==> src/logic/supervisor_pkg.sv <==
// Constants shared by the supervisor and its pin filter.
// Assumes a single 200 MHz clock and a classic Wishbone register bus.
//
// What this block does
// - Watchdog periods 200ms, 600ms, 1.4s, or off.
// - Period setting survives power loss.
// - Reset pin open drain, either polarity.
// - Supply low asserts reset at any time.
// - Reset asserted from power up onward.
// - Release after supply good for delay.
// - Expired watchdog asserts reset when enabled.
// - Start, clock low, then stop pattern clears watchdog.
// - Restart patterns watched whether addressed or not.
// - Protect pin high refuses period changes.
// - Period code 00/01/10/11 decode, 11 default.
package supervisor_pkg;

	// ----------------------------------------
	// Timing
	// ----------------------------------------
	localparam int unsigned CLK_HZ = 200_000_000;
	localparam int unsigned CYC_PER_MS = CLK_HZ / 1000;
	localparam int unsigned T_WD_LONG_MS = 1400;
	localparam int unsigned T_WD_MID_MS = 600;
	localparam int unsigned T_WD_SHORT_MS = 200;
	localparam int unsigned T_RELEASE_MS = 200;
	localparam int unsigned WD_LONG_CYC = T_WD_LONG_MS * CYC_PER_MS;
	localparam int unsigned WD_MID_CYC = T_WD_MID_MS * CYC_PER_MS;
	localparam int unsigned WD_SHORT_CYC = T_WD_SHORT_MS * CYC_PER_MS;
	localparam int unsigned RELEASE_CYC = T_RELEASE_MS * CYC_PER_MS;

	// ----------------------------------------
	// Register map
	// ----------------------------------------
	localparam logic [3:0] CTRL_ADR = 4'h0;
	localparam logic [3:0] STAT_ADR = 4'h4;
	localparam int PER_HI_BIT = 6;
	localparam int PER_LO_BIT = 5;
	localparam int RWL_BIT = 2;
	localparam int WL_BIT = 1;
	localparam int ST_RST_BIT = 0;
	localparam int ST_LOW_BIT = 1;
	localparam int ST_WP_BIT = 2;
	localparam int ST_WDF_BIT = 3;
	localparam logic [7:0] CTRL_SET_WL = 8'h02;
	localparam logic [7:0] CTRL_CLR_WL = 8'h00;
	localparam logic [7:0] CTRL_SET_RWL = 8'h06;
	localparam logic [7:0] CTRL_VAL_MASK = 8'h9F;
	localparam logic [7:0] CTRL_VAL_FORM = 8'h02;

	// ----------------------------------------
	// Period codes and pins
	// ----------------------------------------
	localparam logic [1:0] PER_LONG = 2'b00;
	localparam logic [1:0] PER_MID = 2'b01;
	localparam logic [1:0] PER_SHORT = 2'b10;
	localparam logic [1:0] PER_OFF = 2'b11;
	localparam int PIN_N = 4;
	localparam int PIN_SDA = 0;
	localparam int PIN_SCL = 1;
	localparam int PIN_WP = 2;
	localparam int PIN_LOW = 3;
	// Bus idle high, protect off, supply assumed low until seen good
	localparam logic [3:0] PIN_RST_VAL = 4'b1011;

	typedef enum logic [1:0] {
		KICK_IDLE,
		KICK_START,
		KICK_ARMED
	} kick_state_e;

endpackage : supervisor_pkg

==> src/logic/pin_if.sv <==
// Carrier between the supervisor and its pin filter.
// Assumes raw pins are asynchronous to the filter clock.
`timescale 1ns/1ps
interface pin_if #(
	parameter int N = 4
);
	logic [N-1:0] raw;
	logic [N-1:0] clean;

	modport filt (input raw, output clean);
	modport user (output raw, input clean);
endinterface : pin_if

==> src/logic/pin_filter.sv <==
// Three-stage input synchroniser with agreement filter.
// Assumes the pins may change at any time relative to clk_i.
`timescale 1ns/1ps
module pin_filter #(
	parameter int N = 4,
	parameter logic [N-1:0] RST_VAL = '0
) (
	input wire logic clk_i,
	input wire logic rst_i,
	pin_if.filt pins
);

	logic [N-1:0] s1_q;
	logic [N-1:0] s2_q;
	logic [N-1:0] s3_q;
	logic [N-1:0] clean_q;

	// ----------------------------------------
	// Per-pin chain
	// ----------------------------------------
	// Stage one feeds stage two only; a change is taken once two and three agree
	for (genvar i = 0; i < N; i++) begin : g_pin
		always_ff @(posedge clk_i) begin
			if (rst_i) begin
				s1_q[i] <= RST_VAL[i];
				s2_q[i] <= RST_VAL[i];
				s3_q[i] <= RST_VAL[i];
				clean_q[i] <= RST_VAL[i];
			end else begin
				s1_q[i] <= pins.raw[i];
				s2_q[i] <= s1_q[i];
				s3_q[i] <= s2_q[i];
				if (s2_q[i] == s3_q[i]) begin
					clean_q[i] <= s3_q[i];
				end
			end
		end
	end

	assign pins.clean = clean_q;

endmodule : pin_filter

==> src/logic/supervisor_wdt.sv <==
// Supply supervisor with watchdog and Wishbone control registers.
// Assumes synchronous active-high reset models power-up of the part;
// factory_init_i alone restores the retained period setting.
`timescale 1ns/1ps
module supervisor_wdt
	import supervisor_pkg::*;
#(
	parameter logic ACTIVE_HIGH = 1'b0,
	parameter logic [31:0] REL_CYC = RELEASE_CYC,
	parameter logic [31:0] WD_L_CYC = WD_LONG_CYC,
	parameter logic [31:0] WD_M_CYC = WD_MID_CYC,
	parameter logic [31:0] WD_S_CYC = WD_SHORT_CYC
) (
	input wire logic clk_i,
	input wire logic rst_i,
	input wire logic factory_init_i,
	input wire logic [3:0] adr_i,
	input wire logic [31:0] dat_i,
	output logic [31:0] dat_o,
	input wire logic we_i,
	input wire logic [3:0] sel_i,
	input wire logic cyc_i,
	input wire logic stb_i,
	output logic ack_o,
	input wire logic sda_i,
	input wire logic scl_i,
	input wire logic wp_i,
	input wire logic supply_low_i,
	output logic reset_pin_o,
	output logic reset_pin_oe_o
);

	// ----------------------------------------
	// Pin conditioning
	// ----------------------------------------
	pin_if #(.N(PIN_N)) pins ();

	assign pins.raw = {supply_low_i, wp_i, scl_i, sda_i};

	pin_filter #(
		.N(PIN_N),
		.RST_VAL(PIN_RST_VAL)
	) u_filter (
		.clk_i(clk_i),
		.rst_i(rst_i),
		.pins(pins)
	);

	wire sda = pins.clean[PIN_SDA];
	wire scl = pins.clean[PIN_SCL];
	wire wp = pins.clean[PIN_WP];
	wire supply_low = pins.clean[PIN_LOW];

	// ----------------------------------------
	// State
	// ----------------------------------------
	logic [1:0] period_q;
	logic write_latch_q;
	logic register_write_latch_q;
	logic rst_active_q;
	logic [31:0] rel_cnt_q;
	logic [31:0] wd_cnt_q;
	logic wd_fired_q;
	logic sda_prev_q;
	logic scl_prev_q;
	kick_state_e kick_q;
	kick_state_e kick_d;
	logic ack_q;
	logic [31:0] dat_q;
	logic oe_q;
	logic pin_q;

	// ----------------------------------------
	// Period decode
	// ----------------------------------------
	// Off code gives zero; callers must test enable separately
	function automatic logic [31:0] wd_limit_f(input logic [1:0] p);
		case (p)
			PER_LONG: wd_limit_f = WD_L_CYC;
			PER_MID: wd_limit_f = WD_M_CYC;
			PER_SHORT: wd_limit_f = WD_S_CYC;
			default: wd_limit_f = 32'h0000_0000;
		endcase
	endfunction : wd_limit_f

	wire [31:0] wd_limit = wd_limit_f(period_q);
	wire wd_en = (period_q != PER_OFF);
	wire wd_fire = wd_en && !rst_active_q && (wd_cnt_q == wd_limit - 32'h0000_0001);
	wire hold = supply_low || wd_fire;
	wire rel_done = (rel_cnt_q == REL_CYC - 32'h0000_0001);

	// ----------------------------------------
	// Restart pattern detection
	// ----------------------------------------
	// Watches the bus lines always, independent of any addressing
	wire sda_fall = sda_prev_q && !sda;
	wire sda_rise = !sda_prev_q && sda;
	wire scl_fall = scl_prev_q && !scl;
	wire bus_start = sda_fall && scl;
	wire bus_stop = sda_rise && scl;
	wire kick = (kick_q == KICK_ARMED) && bus_stop;

	// Start, then clock low, then stop restarts the watchdog
	always_comb begin
		kick_d = kick_q;
		case (kick_q)
			KICK_IDLE: begin
				if (bus_start) begin
					kick_d = KICK_START;
				end
			end
			KICK_START: begin
				if (bus_stop) begin
					kick_d = KICK_IDLE;
				end else if (scl_fall) begin
					kick_d = KICK_ARMED;
				end
			end
			KICK_ARMED: begin
				if (bus_start) begin
					kick_d = KICK_START;
				end else if (bus_stop) begin
					kick_d = KICK_IDLE;
				end
			end
			default: kick_d = KICK_IDLE;
		endcase
	end

	// Edge history and pattern state
	always_ff @(posedge clk_i) begin
		if (rst_i) begin
			sda_prev_q <= 1'b1;
			scl_prev_q <= 1'b1;
			kick_q <= KICK_IDLE;
		end else begin
			sda_prev_q <= sda;
			scl_prev_q <= scl;
			kick_q <= kick_d;
		end
	end

	// ----------------------------------------
	// Reset generation
	// ----------------------------------------
	// Any hold restarts the release delay, so good supply must be continuous
	always_ff @(posedge clk_i) begin
		if (rst_i) begin
			rst_active_q <= 1'b1;
			rel_cnt_q <= 32'h0000_0000;
		end else if (hold) begin
			rst_active_q <= 1'b1;
			rel_cnt_q <= 32'h0000_0000;
		end else if (rst_active_q) begin
			if (rel_done) begin
				rst_active_q <= 1'b0;
			end else begin
				rel_cnt_q <= rel_cnt_q + 32'h0000_0001;
			end
		end
	end

	// Watchdog counter; cleared throughout reset so the host gets a full period
	always_ff @(posedge clk_i) begin
		if (rst_i || rst_active_q || kick || !wd_en) begin
			wd_cnt_q <= 32'h0000_0000;
		end else begin
			wd_cnt_q <= wd_cnt_q + 32'h0000_0001;
		end
	end

	// Open-drain pin: low level only, enable carries the polarity
	always_ff @(posedge clk_i) begin
		if (rst_i) begin
			oe_q <= !ACTIVE_HIGH;
			pin_q <= 1'b0;
		end else begin
			oe_q <= rst_active_q ^ ACTIVE_HIGH;
			pin_q <= 1'b0;
		end
	end

	assign reset_pin_o = pin_q;
	assign reset_pin_oe_o = oe_q;

	// ----------------------------------------
	// Register bus
	// ----------------------------------------
	wire req = cyc_i && stb_i;
	wire take = req && ack_q;
	wire hit_ctrl = (adr_i == CTRL_ADR);
	wire hit_stat = (adr_i == STAT_ADR);
	wire wr_ctrl = take && we_i && sel_i[0] && hit_ctrl;
	wire wr_stat = take && we_i && sel_i[0] && hit_stat;
	wire [7:0] wbyte = dat_i[7:0];
	wire is_value = ((wbyte & CTRL_VAL_MASK) == CTRL_VAL_FORM);
	wire [7:0] ctrl_rd = {1'b0, period_q, 2'b00, register_write_latch_q, write_latch_q, 1'b0};
	wire [7:0] stat_rd = {4'h0, wd_fired_q, wp, supply_low, rst_active_q};
	wire [31:0] rd_mux = hit_ctrl ? {24'h00_0000, ctrl_rd} :
		hit_stat ? {24'h00_0000, stat_rd} : 32'h0000_0000;
	wire nv_write = wr_ctrl && register_write_latch_q && is_value && !wbyte[RWL_BIT];

	// Ack one cycle after the request; unmapped reads return zero
	always_ff @(posedge clk_i) begin
		if (rst_i) begin
			ack_q <= 1'b0;
			dat_q <= 32'h0000_0000;
		end else begin
			ack_q <= req && !ack_q;
			dat_q <= (req && !ack_q) ? rd_mux : 32'h0000_0000;
		end
	end

	assign ack_o = ack_q;
	assign dat_o = dat_q;

	// Volatile latches: power up clear, three-step unlock sequence
	always_ff @(posedge clk_i) begin
		if (rst_i) begin
			write_latch_q <= 1'b0;
			register_write_latch_q <= 1'b0;
		end else if (wr_ctrl) begin
			if (register_write_latch_q) begin
				if (nv_write) begin
					register_write_latch_q <= 1'b0;
				end
			end else if (wbyte == CTRL_SET_WL) begin
				write_latch_q <= 1'b1;
			end else if (wbyte == CTRL_CLR_WL) begin
				write_latch_q <= 1'b0;
			end else if (wbyte == CTRL_SET_RWL && write_latch_q) begin
				register_write_latch_q <= 1'b1;
			end
		end
	end

	// Retained period; only factory init and register stores touch it, never power-up reset
	always_ff @(posedge clk_i) begin
		if (factory_init_i) begin
			period_q <= PER_OFF;
		end else if (nv_write && !wp && !rst_i) begin
			period_q <= {wbyte[PER_HI_BIT], wbyte[PER_LO_BIT]};
		end
	end

	// Sticky watchdog cause; a new expiry wins over a clear
	always_ff @(posedge clk_i) begin
		if (rst_i) begin
			wd_fired_q <= 1'b0;
		end else if (wd_fire) begin
			wd_fired_q <= 1'b1;
		end else if (wr_stat && wbyte[ST_WDF_BIT]) begin
			wd_fired_q <= 1'b0;
		end
	end
endmodule : supervisor_wdt

==> config.mk <==
export PLATFORM = sky130hd
export DESIGN_NAME = supervisor_wdt
export DESIGN_NICKNAME = d
export VERILOG_FILES = /design/src/logic/supervisor_pkg.sv /design/src/logic/pin_if.sv /design/src/logic/pin_filter.sv /design/src/logic/supervisor_wdt.sv
export SDC_FILE = /design/constraint.sdc
export NUM_CORES = 1
export LEC_CHECK = 0
export BUFFER_PORTS_ARGS = -buffer_cell sky130_fd_sc_hd__buf_2
export CAP_MARGIN = 40
export CORE_MARGIN = 2
export CORE_UTILIZATION = 55
export DETAILED_ROUTE_END_ITERATION = 8
export PLACE_DENSITY = 0.79
export SYNTH_ARGS = -nofsm -noshare
export SYNTH_HDL_FRONTEND = slang
export SYNTH_HIERARCHICAL = 1
export SYNTH_SLANG_ARGS = --single-unit
==> constraint.sdc <==
create_clock -name clk_i -period 5.9 [get_ports clk_i]
set_input_delay 0.295 -clock clk_i [delete_from_list [all_inputs] [get_ports clk_i]]
set_output_delay 0.295 -clock clk_i [all_outputs]
set_load 0.01 [all_outputs]
# Yosys cells after proc, flatten, opt, wreduce, memory -nomap -nowiden
# Cells that the tools add are included.
dict set report classes {
  n_addsub 3
  eq_ne 18
  mux 20
  bitwise 4
  n_reduce_logical 48
}
# operator count
set op_table {}
lappend op_table {{29-bit one-hot mux with 3 select lines} 1}
lappend op_table {{32-bit by 1-bit adder with 32-bit output (second input constant)} 2}
lappend op_table {{32-bit by 26-bit == test with 1-bit output (second input constant)} 1}
lappend op_table {{32-bit == test} 1}
lappend op_table {{32-bit by 1-bit subtractor with 32-bit output (second input constant)} 1}
lappend op_table {{1-bit logical AND} 22}
lappend op_table {{1-bit 2-to-1 mux} 11}
lappend op_table {{2-bit 2-to-1 mux} 5}
lappend op_table {{1-bit logical NOT} 9}
lappend op_table {{8-bit by 2-bit == test with 1-bit output (second input constant)} 1}
lappend op_table {{8-bit by 3-bit == test with 1-bit output (second input constant)} 1}
lappend op_table {{8-bit logical NOT} 1}
lappend op_table {{7-bit 2-to-1 mux} 1}
lappend op_table {{6-bit by 2-bit == test with 1-bit output (second input constant)} 1}
lappend op_table {{3-bit inequality test (second input constant)} 2}
lappend op_table {{2-bit one-hot mux with 3 select lines} 1}
lappend op_table {{3-bit AND reduction} 2}
lappend op_table {{1-bit == test} 4}
lappend op_table {{2-bit by 1-bit == test with 1-bit output (second input constant)} 2}
lappend op_table {{2-bit == test (second input constant)} 2}
lappend op_table {{4-bit by 3-bit == test with 1-bit output (second input constant)} 1}
lappend op_table {{2-bit logical NOT} 2}
lappend op_table {{4-bit logical NOT} 1}
lappend op_table {{1-bit logical OR} 4}
lappend op_table {{other kinds (8)} 14}
dict set report totals {
  ff_bits 124
  elab_cells 124
}

# Depth between registers and ports, before layout
# Gate-level depths: netlist (run 1).
dict set report depth {
  word_depth 10
  ltp_mapped 8
  ltp_nobuf 7
}

# Cells and area by module
# Netlist (run 1), hierarchy kept.
# mod instances cells_per_inst area_each_um2 seq_area_each_um2
set by_module_without_submodules {}
lappend by_module_without_submodules {supervisor_wdt 1 486 4111.4 1641.6}
lappend by_module_without_submodules {pin_filter 1 41 476.7 320.3}

# Worst setup path before layout (run 1)
# OpenSTA, ideal clock, no wires.
dict set report synth_path {
  path_kind {register to register}
  from {reg wd_cnt_q[0]}
  to {reg wd_cnt_q[30]}
  setup_time_ns 0.070
  t_arrival_ns 1.896
  setup_slack_ns 3.934
  stages_incl_launch_ff 7
  path_cell_list {dfxtp_1 ha_1 nand4_1 nor4_4 nand2_2 or4_1 a21oi_1}
}
dict set report synth_via {
  elab_chain_cells 1
}
# element line
set synth_rtl {}
lappend synth_rtl {{start: declaration} supervisor_wdt.sv:62} ;# logic [31:0] wd_cnt_q;
lappend synth_rtl {{start signal: assignment} supervisor_wdt.sv:168} ;# wd_cnt_q <= wd_cnt_q + 32'h0000_0001;
lappend synth_rtl {{32-bit by 1-bit adder with 32-bit output} supervisor_wdt.sv:168}
# Every way passes these cells.
# A chain may end at the register's enable or synchronous reset.

# Worst setup path in the final report (run 1)
dict set report layout_path {
  from {reg wd_cnt_q[15]}
  to {reg rel_cnt_q[19]}
}
dict set report layout_via {
  elab_chain_cells 4
}
# element line
set layout_rtl {}
lappend layout_rtl {{32-bit == test} supervisor_wdt.sv:88} ;# wire wd_fire = wd_en && !rst_active_q && (wd_cnt_q == wd_limit - 32'h0000_0001);
lappend layout_rtl {{1-bit logical AND} supervisor_wdt.sv:88}
lappend layout_rtl {{1-bit logical OR} supervisor_wdt.sv:89} ;# wire hold = supply_low || wd_fire;
lappend layout_rtl {{2-bit OR reduction (no source line)} n/a}
lappend layout_rtl {{end signal: assignment} supervisor_wdt.sv:158} ;# rel_cnt_q <= rel_cnt_q + 32'h0000_0001;
lappend layout_rtl {{end: declaration} supervisor_wdt.sv:61} ;# logic [31:0] rel_cnt_q;
# Every way passes these cells.

==> impl_summary.md, run 1 <==
Detailed routing
The detailed router finished its first iteration with approximately 110 violations. The final wirelength is roughly 8400 µm. Summed over all nets, wire length on met2 after detailed routing comes to between 4000 and 5000 µm.

Using the TritonRoute via totals, the vias-per-cell ratio works out to about 5.5. The met1 wire length is 3980 µm. The average wire per standard cell is roughly 13 µm. The detailed-routing iteration count for the pre-antenna-repair pass is 4. The sum of met3 wire segment lengths after detailed routing is ~310 µm. The detailed-route DRC error count is 0. Routed signal wires occupy layers up through met4. The number of vias after detailed routing is between 3000 and 4000. The number of antenna-violating nets in the routed design is 0.

Pwr
The share of power burned in registers is 0.622. The total power density per cell area is roughly 220 mW/mm². The part of the power in combinational logic is 0.025. The cell leakage power is approximately 0.0017 µW.

The switching part of the total is 0.228. The internal power contribution is around 830 µW. The proportion of power drawn by the clock network is 0.353. The analysis attributes to net switching a power of 245 µW. The maximum vdd drop is 123 µV.

Timing
Dividing the final minimum period by the clock period gives 0.410. The relative slew slack is 0.564. For the final routed database, the setup TNS stands at 0 ns.

The setup violation total in the final timing report is 0. The worst clock skew is 0.0133 ns. The final worst slack is 3.48 ns. Setup repair after global routing left no endpoint under its margin. The number of pins exceeding their max-slew limit in the final report was 0. For the pin with the worst max-slew slack, the measured transition is roughly 0.65 ns.

The number of hold violations in the final report came to 0. The achievable clock frequency is 0.413 GHz. The final critical delay including setup and external delays is between 2 and 2.5 ns.

Finish
The design area is 0.00491 mm². The signed area change from the synthesized netlist to the final layout is 7.06%. The number of nets in the layout is 610. 0 antenna diodes ended up in the layout. Of the cells placed in the final design, the portion with a size suffix greater than 1 is 0.124. The number of fill cells in the layout is ~700. The post-route core utilization is 0.604.

Hold path
The tightest min-delay check is of the input pin to flop type. The worst hold path stage count is 2.

Synth
The average instance in the mapped netlist occupies 8.71 µm². The count of yosys warnings during synthesis is 6. In the synthesized netlist the dominant register cell turns out to be sky130_fd_sc_hd__dfxtp_1. In this run, synthesis produced a sequential element count of 98. In the post-synthesis netlist, the biggest area contributors are sky130_fd_sc_hd__dfxtp_1 43%, sky130_fd_sc_hd__nor2_1 6.5%, sky130_fd_sc_hd__xnor2_1 5.3%, sky130_fd_sc_hd__xor2_1 4.8%, sky130_fd_sc_hd__buf_4 4.4%.

The proportion of synthesized chip area in sequential cells is 0.428. The synthesized cell area is roughly 0.0046 mm². In the synthesized netlist, the number of instances is 527. The number of flops mapped to enable cells by yosys is 0. The synthesized netlist contains 52 unique library cells. The async set or reset register ratio after synthesis is 0.

The proportion of netlist area held by the largest area contributor is 0.428. The biggest area consumer among synthesized cells is sky130_fd_sc_hd__dfxtp_1.

Clock network
The post-CTS resize count is 0. The number of buffers inserted by hold repair at cts is 0. The cell at the root of the clock tree is sky130_fd_sc_hd__clkbuf_8. The post-CTS setup-driven buffer insertion count is 0. The number of clock buffers inserted by TritonCTS is 9. The H-tree depth is 3. Counting along the longest clock path gives a buffer depth of 2. The tree built by TritonCTS fans out to 98 sinks. The later pin in the worst-skew pair is clocked with a latency of ~0.36 ns. The clock transition at the registers of the reported paths is roughly 0.10 ns. TritonCTS built the clock tree.

GRT
The number of antenna violations at the first check in global routing is 0. The first-pass GRT wire length is 14300 µm. Entering global routing, the biggest net connects 31 pins.

The via count of the first global-routing pass is approximately 3300. The sum of overflow across all layers after global routing is 0. The all-layer global routing usage is 0.196.

Worst setup path
Data arrives at the worst endpoint at around 2.7 ns. The cell with the largest stage delay on the worst path is sky130_fd_sc_hd__o31ai_4. STA classifies the critical path startpoint as a flop. The class of the most critical setup path is flop to flop. Counting cells, the worst reg-to-reg path comes to 6.

Along the worst path, the maximum fanout reaches 21. For this run, the slowest stage of the critical path takes approximately 0.6 ns. The critical path required time is approximately 6.2 ns.

For flop-to-flop paths, the worst setup slack is ~3.5 ns. The critical path goes through or4b_1, nor4_1, nand4_1, o31ai_4, buf_16, a21oi_1. STA classifies the critical path endpoint as a flop.

Floorplan
The count of standard-cell rows is 33. For this configuration, the core starts out at a cell density of 0.564. For this design the top-level I/O count stands at between 80 and 90. The die span in y is between 90 and 100 µm.

The core region is about 0.0081 mm². The die is around 95 µm wide. The area of the die is a little over 0.009 mm².

Place
The area after detailed placement is 0.00475 mm². The half-perimeter wire length of the detailed placement result is ~6000 µm. The final RePlAce weighted congestion is 0.850. At the placement stage, the worst setup path has a slack of roughly 3.5 ns. During placement, the flow inserted port buffers numbering 30.

Run
Across the run, the number of max-cap violations was 0.

Run status
The run finished with clean final reports.
[cells by family (layout without fill, tap and decap cells)]
logic type | count (synthesis) | after routing | share of synthesized area
muxes | 6 | 6 | 0.0134
DFF | 98 | 98 | 0.428
adders and majority gates | 6 | 6 | 0.0164
and+or+nand+nor | 265 | 265 | 0.310
buffers and inverters | 54 | 59 | 0.0701
AOI/OAI and AO/OA | 44 | 44 | 0.0611
xor gates and xnor gates | 53 | 53 | 0.101
other | 1 | 27 | 0.000817
[synth_stat cells (7+ instances only)]
library cell,n
sky130_fd_sc_hd__clkbuf_1,7
sky130_fd_sc_hd__a21oi_1,19
sky130_fd_sc_hd__buf_4,27
sky130_fd_sc_hd__nand3_1,31
sky130_fd_sc_hd__nor3_1,18
sky130_fd_sc_hd__and4_1,14
sky130_fd_sc_hd__nand2_1,30
sky130_fd_sc_hd__or2_2,7
sky130_fd_sc_hd__dfxtp_1,98
sky130_fd_sc_hd__inv_1,11
sky130_fd_sc_hd__xnor2_1,28
sky130_fd_sc_hd__nor4_1,8
sky130_fd_sc_hd__xor2_1,25
sky130_fd_sc_hd__buf_2,8
sky130_fd_sc_hd__nor2_1,80
sky130_fd_sc_hd__and3_1,8
sky130_fd_sc_hd__nand4_1,22
sky130_fd_sc_hd__or4_1,7
[final timing paths]
path	start	to
min	sda_i	u_filter/s1_q[0]$_SDFF_PP1_
max	wd_cnt_q[15]$_SDFF_PP0_	rel_cnt_q[19]$_SDFFE_PP0P_
min reg2reg	u_filter/s1_q[1]$_SDFF_PP1_	u_filter/s2_q[1]$_SDFF_PP1_
max reg2reg	wd_cnt_q[15]$_SDFF_PP0_	rel_cnt_q[19]$_SDFFE_PP0P_
[stage by stage]
stage	total power, µW	std cells	hold slack, ns
2_1_floorplan	711	553	0.383
3_3_place_gp	707	646	0.388
3_5_place_dp	708	648	0.403
4_1_cts	1080	663	0.0898
5_1_grt	1110	663	0.0936
6_report	1070	663	0.107
[critical path, delay by kind of cell, from the launching register on]
family / cells / cell delay [ns]
and+or+nand+nor: 3 / 1.07
AOI/OAI and AO/OA: 2 / 0.65
DFF: 1 / 0.36
buffers and inverters: 1 / 0.23
[cells in the final DEF, fill, tap and decap left out, drive strengths merged, types with 2 or more instances in the layout]
master | synthesis | final
or2 | 14 | 14
nor2 | 80 | 80
nand4 | 22 | 22
xnor2 | 28 | 28
ha | 6 | 6
inv | 11 | 13
nor3 | 18 | 18
o21ai | 5 | 5
conb | 1 | 27
clkinv | 0 | 2
nand2b | 4 | 4
clkbuf | 7 | 9
clkinvlp | 0 | 2
mux2i | 5 | 5
nor4b | 3 | 3
o22ai | 4 | 4
o31ai | 5 | 5
and2 | 6 | 6
and4 | 14 | 14
nand2 | 31 | 31
nand3 | 31 | 31
a21oi | 20 | 20
and3 | 9 | 9
buf | 36 | 33
o211ai | 2 | 2
or3 | 7 | 7
nor4 | 10 | 10
xor2 | 25 | 25
nor2b | 2 | 2
or4 | 9 | 9
dfxtp | 98 | 98
o21bai | 3 | 3
and2b | 3 | 3
[flip-flops by register name, summed over array words and instances, names as in the netlist]
signal,cells
ack_o,1
dat_o,6
kick_q,2
period_q,2
register_write_latch_q,1
rel_cnt_q,32
reset_pin_oe_o,1
rst_active_q,1
scl_prev_q,1
sda_prev_q,1
u_filter/pins.clean,4
u_filter/s1_q,4
u_filter/s2_q,4
u_filter/s3_q,4
wd_cnt_q,32
wd_fired_q,1
write_latch_q,1
[power groups by stage]
stage | logic, µW | clock network (µW) | registers [µW]
4_1_cts | 26.3 | 392 | 667
2_1_floorplan | 29.4 | 0 | 682
6_report | 26.6 | 378 | 666
3_5_place_dp | 26.3 | 0 | 682
5_1_grt | 30.7 | 412 | 667
3_3_place_gp | 25.2 | 0 | 682
[metal layers]
metal / GRT usage / up-vias
li1: - / 1835
met5: 0 / -
met4: 0.0833 / 0
met1: 0.238 / 1730
met3: 0.0435 / 2
met2: 0.333 / 71
[cell type report]
type	count	area [µm²]	area share
clock buffers	9	124	0.0252
clock inverters	6	42.5	0.00866
inverters	11	41.3	0.00841
multi-input cells	401	2410	0.491
flip-flops and latches	98	1960	0.399
well taps	105	131	0.0267
repair buffers	33	200	0.0408
No activity file was read; power rests on OpenSTA's default activity.
==> inputs of run 2 (changes only) <==
==> constraint.sdc (replaced) <==
create_clock -name clk_i -period 2.5 [get_ports clk_i]
set_input_delay 0.125 -clock clk_i [delete_from_list [all_inputs] [get_ports clk_i]]
set_output_delay 0.125 -clock clk_i [all_outputs]
set_load 0.01 [all_outputs]
==> impl_summary.md, run 2 (same netlist as run 1, synthesis figures left out) <==
GRT
The all-layer global routing usage is 0.203 (was 0.196). The pin count of the biggest net entering global routing is 33 (was 31). The number of antenna violations at the first check in global routing is 0 (unchanged). The sum of overflow across all layers after global routing was 0 (unchanged). The via count of the first global-routing pass is 3418 (was 3297). The first-pass GRT wire length is 14800 µm (was 14300 µm).

Clock network
The number of clock buffers inserted by TritonCTS is 9 (unchanged). The H-tree depth is 3 (unchanged). The insertion delay to the later sink of the worst-skew pair came to 0.37 ns (was 0.36 ns). The clock transition at the registers of the reported paths is 0.10 ns (about the same). The TritonCTS clock tree was yes (unchanged). The number of clock sinks was 98 (unchanged).

The cell at the root of the clock tree is sky130_fd_sc_hd__clkbuf_8 (unchanged). The post-CTS resize count was 0 (unchanged). The maximum buffer depth of the clock tree is 2 (unchanged).

Floorplan
The area of the placeable core is 0.00813 mm² (unchanged). The die span in y was 95.3 µm (unchanged). The number of top-level pins is 85 (unchanged). The count of standard-cell rows is 33 (unchanged).

The horizontal die dimension is 95.3 µm (unchanged). The initial cell density of the core was 0.564 (unchanged). The area of the die is 0.00909 mm² (unchanged).

Finish
The footprint of the flip-flops and latches is 0.00196 mm² (unchanged). The most common library cell in the layout ignoring fill and taps is sky130_fd_sc_hd__dfxtp_1 (unchanged). The total inserted antenna cells is 0 (unchanged). The signed area change from the synthesized netlist to the final layout is 8.78% (was 7.06%). The total area of multi-input combinational cells is 0.00241 mm² (unchanged).

The layout cell share with drive strength beyond 1 is 0.129 (was 0.124). The number of nets in the layout is 618 (was 610). Top library cells by usage in the layout, fill and taps aside: 98 x sky130_fd_sc_hd__dfxtp_1, 80 x sky130_fd_sc_hd__nor2_1, 31 x sky130_fd_sc_hd__nand3_1 (unchanged).

The number of fill cells in the layout is 704 (was 720).

Worst setup path
The reg-to-reg setup timing slack came to 0.31 ns (was 3.48 ns). The capture instance of the worst register-to-register path is rel_cnt_q[14]$_SDFFE_PP0P_ (was rel_cnt_q[19]$_SDFFE_PP0P_). The path depth of the worst reg2reg path is 6 (unchanged). The startpoint of the most critical register-to-register path is wd_cnt_q[15]$_SDFF_PP0_ (unchanged).

The class of the most critical setup path is flop to flop (unchanged). The type of origin of the critical path is a flop (unchanged). The top fanout value on the critical path came to 32 (was 21). The element type at the critical path end is a flop (unchanged).

The worst path arrival time came to 2.44 ns (was 2.67 ns). The critical path required time is 2.75 ns (was 6.15 ns).

Detailed routing
The final wirelength is 8630 µm (was 8400 µm). The detailed-route DRC error count is 0 (unchanged). The number of vias after detailed routing is 3636 (was 3638). The number of vias per cell after detailed routing is 5.41 (was 5.49). The average wire per standard cell came to 12.8 µm (was 12.7 µm). The detailed-routing iteration count for the pre-antenna-repair pass was 5 (was 4). The number of antenna-violating nets in the routed design is 0 (unchanged). The initial detailed-routing violation count is 155 (was 111).

Timing
The number of hold violations in the final report came to 0 (unchanged). The relative slew slack was 0.610 (was 0.564). Unrepaired setup endpoints after global routing: no (unchanged). The worst clock skew is 0.0156 ns (was 0.0133 ns). The final critical delay including setup and external delays is 2.19 ns (was 2.42 ns). The number of pins exceeding their max-slew limit in the final report came to 0 (unchanged). The final worst slack came to 0.312 ns (was 3.48 ns).

The achievable clock frequency is 0.457 GHz (was 0.413 GHz). The period utilization is 0.875 (was 0.410). The setup violation total in the final timing report came to 0 (unchanged). The worst-margin pin slew was 0.586 ns (was 0.654 ns). The total negative setup slack is 0 ns (unchanged).

Pwr
The total power density per cell area is 522 mW/mm² (was 218 mW/mm²). The cell leakage power is 0.00171 µW (was 0.00167 µW). The maximum vdd drop came to 416 µV (was 123 µV). The total power draw is 2600 µW (was 1070 µW).

Run
The number of max-cap violations is 0 (unchanged).

Place
The final RePlAce weighted congestion came to 0.855 (was 0.850). The count of buffers inserted at the top-level ports is 30 (unchanged). The half-perimeter wire length of the detailed placement result is 6290 µm (was 6010 µm). The pre-CTS worst setup slack is 0.332 ns (was 3.50 ns).

Hold path
The path category of the worst min-delay check is input pin to flop (unchanged). The worst hold path stage count is 3 (was 2). The endpoint of the worst hold path is period_q[0]$_SDFFE_PP1P_ (was u_filter/s1_q[0]$_SDFF_PP1_). The startpoint of the most critical hold path is dat_i[5] (was sda_i).

Run status
Outcome: complete, no violations (unchanged).
[run 2: cell types whose count changed in the layout (fill, tap and decap cells not counted)]
cell,delta
sky130_fd_sc_hd__clkbuf_8,+1
sky130_fd_sc_hd__inv_8,+1
sky130_fd_sc_hd__clkinv_4,+2
sky130_fd_sc_hd__buf_16,-1
sky130_fd_sc_hd__buf_8,-1
sky130_fd_sc_hd__clkinv_2,-1
sky130_fd_sc_hd__buf_4,+4
sky130_fd_sc_hd__buf_12,+1
sky130_fd_sc_hd__dlygate4sd3_1,+5
sky130_fd_sc_hd__clkinvlp_4,-1
sky130_fd_sc_hd__inv_6,-1
[run 2: worst max path at each step]
stage / cells after the start / from / slack, ns / end
after floorplan: 6 / wd_cnt_q[0]$_SDFF_PP0_ / 0.53 / wd_cnt_q[30]$_SDFF_PP0_
after global placement: 6 / wd_cnt_q[15]$_SDFF_PP0_ / 0.39 / rel_cnt_q[22]$_SDFFE_PP0P_
after detailed placement: 6 / wd_cnt_q[15]$_SDFF_PP0_ / 0.33 / rel_cnt_q[19]$_SDFFE_PP0P_
after CTS: 6 / wd_cnt_q[15]$_SDFF_PP0_ / 0.32 / rel_cnt_q[14]$_SDFFE_PP0P_
after global routing: 8 / period_q[0]$_SDFFE_PP1P_ / 0.17 / rel_cnt_q[14]$_SDFFE_PP0P_
final: 6 / wd_cnt_q[15]$_SDFF_PP0_ / 0.31 / rel_cnt_q[14]$_SDFFE_PP0P_
[run 2: power by group]
part / internal [µW] / switching, µW / total, µW / leakage [µW]
clock: 401 / 560 / 962 / 0.0000948
sequential: 1570 / 3.94 / 1570 / 0.000792
combinational: 28.2 / 42.3 / 70.4 / 0.000824
[run 2: worst max-delay path, stage by stage, from the launching register on]
cell                      delay (ns)
sky130_fd_sc_hd__dfxtp_1        0.35
sky130_fd_sc_hd__or4b_1         0.55
sky130_fd_sc_hd__nor4_1         0.35
sky130_fd_sc_hd__nand4_1        0.26
sky130_fd_sc_hd__o31ai_4        0.27
sky130_fd_sc_hd__buf_12         0.22
sky130_fd_sc_hd__nor2_1         0.06
[run 2: area by class of cell]
class / count / share of cell area
inverters: 11 / 0.00827
well taps: 105 / 0.0263
clock buffers: 10 / 0.0276
flip-flops and latches: 98 / 0.393
clock inverters: 6 / 0.0100
repair buffers: 41 / 0.0516
multi-input cells: 401 / 0.483
[run 2: timing repair]
action	CTS	global route
hold buffers	5	0
endpoints found under the hold margin	6	0
setup buffers	0	0
[run 2: layer usage]
metal	part of all wire	GRT usage	wire length (µm)
met3	0.033	0.0403	283
met1	0.46	0.249	3950
met2	0.50	0.355	4300
met5	0	0	0
met4	0.011	0.0700	97
[run 2: stage by stage]
stage                      util  area (µm²)  hold slack (ns)  instances
after floorplan               -        4690            0.222        553
after global placement    0.584        4750            0.304        651
after CTS                 0.614        4990          0.00162        672
after global routing      0.614        4990           0.0121        672
final                     0.614        4990           0.0150        672
after detailed placement  0.584        4750            0.308        651
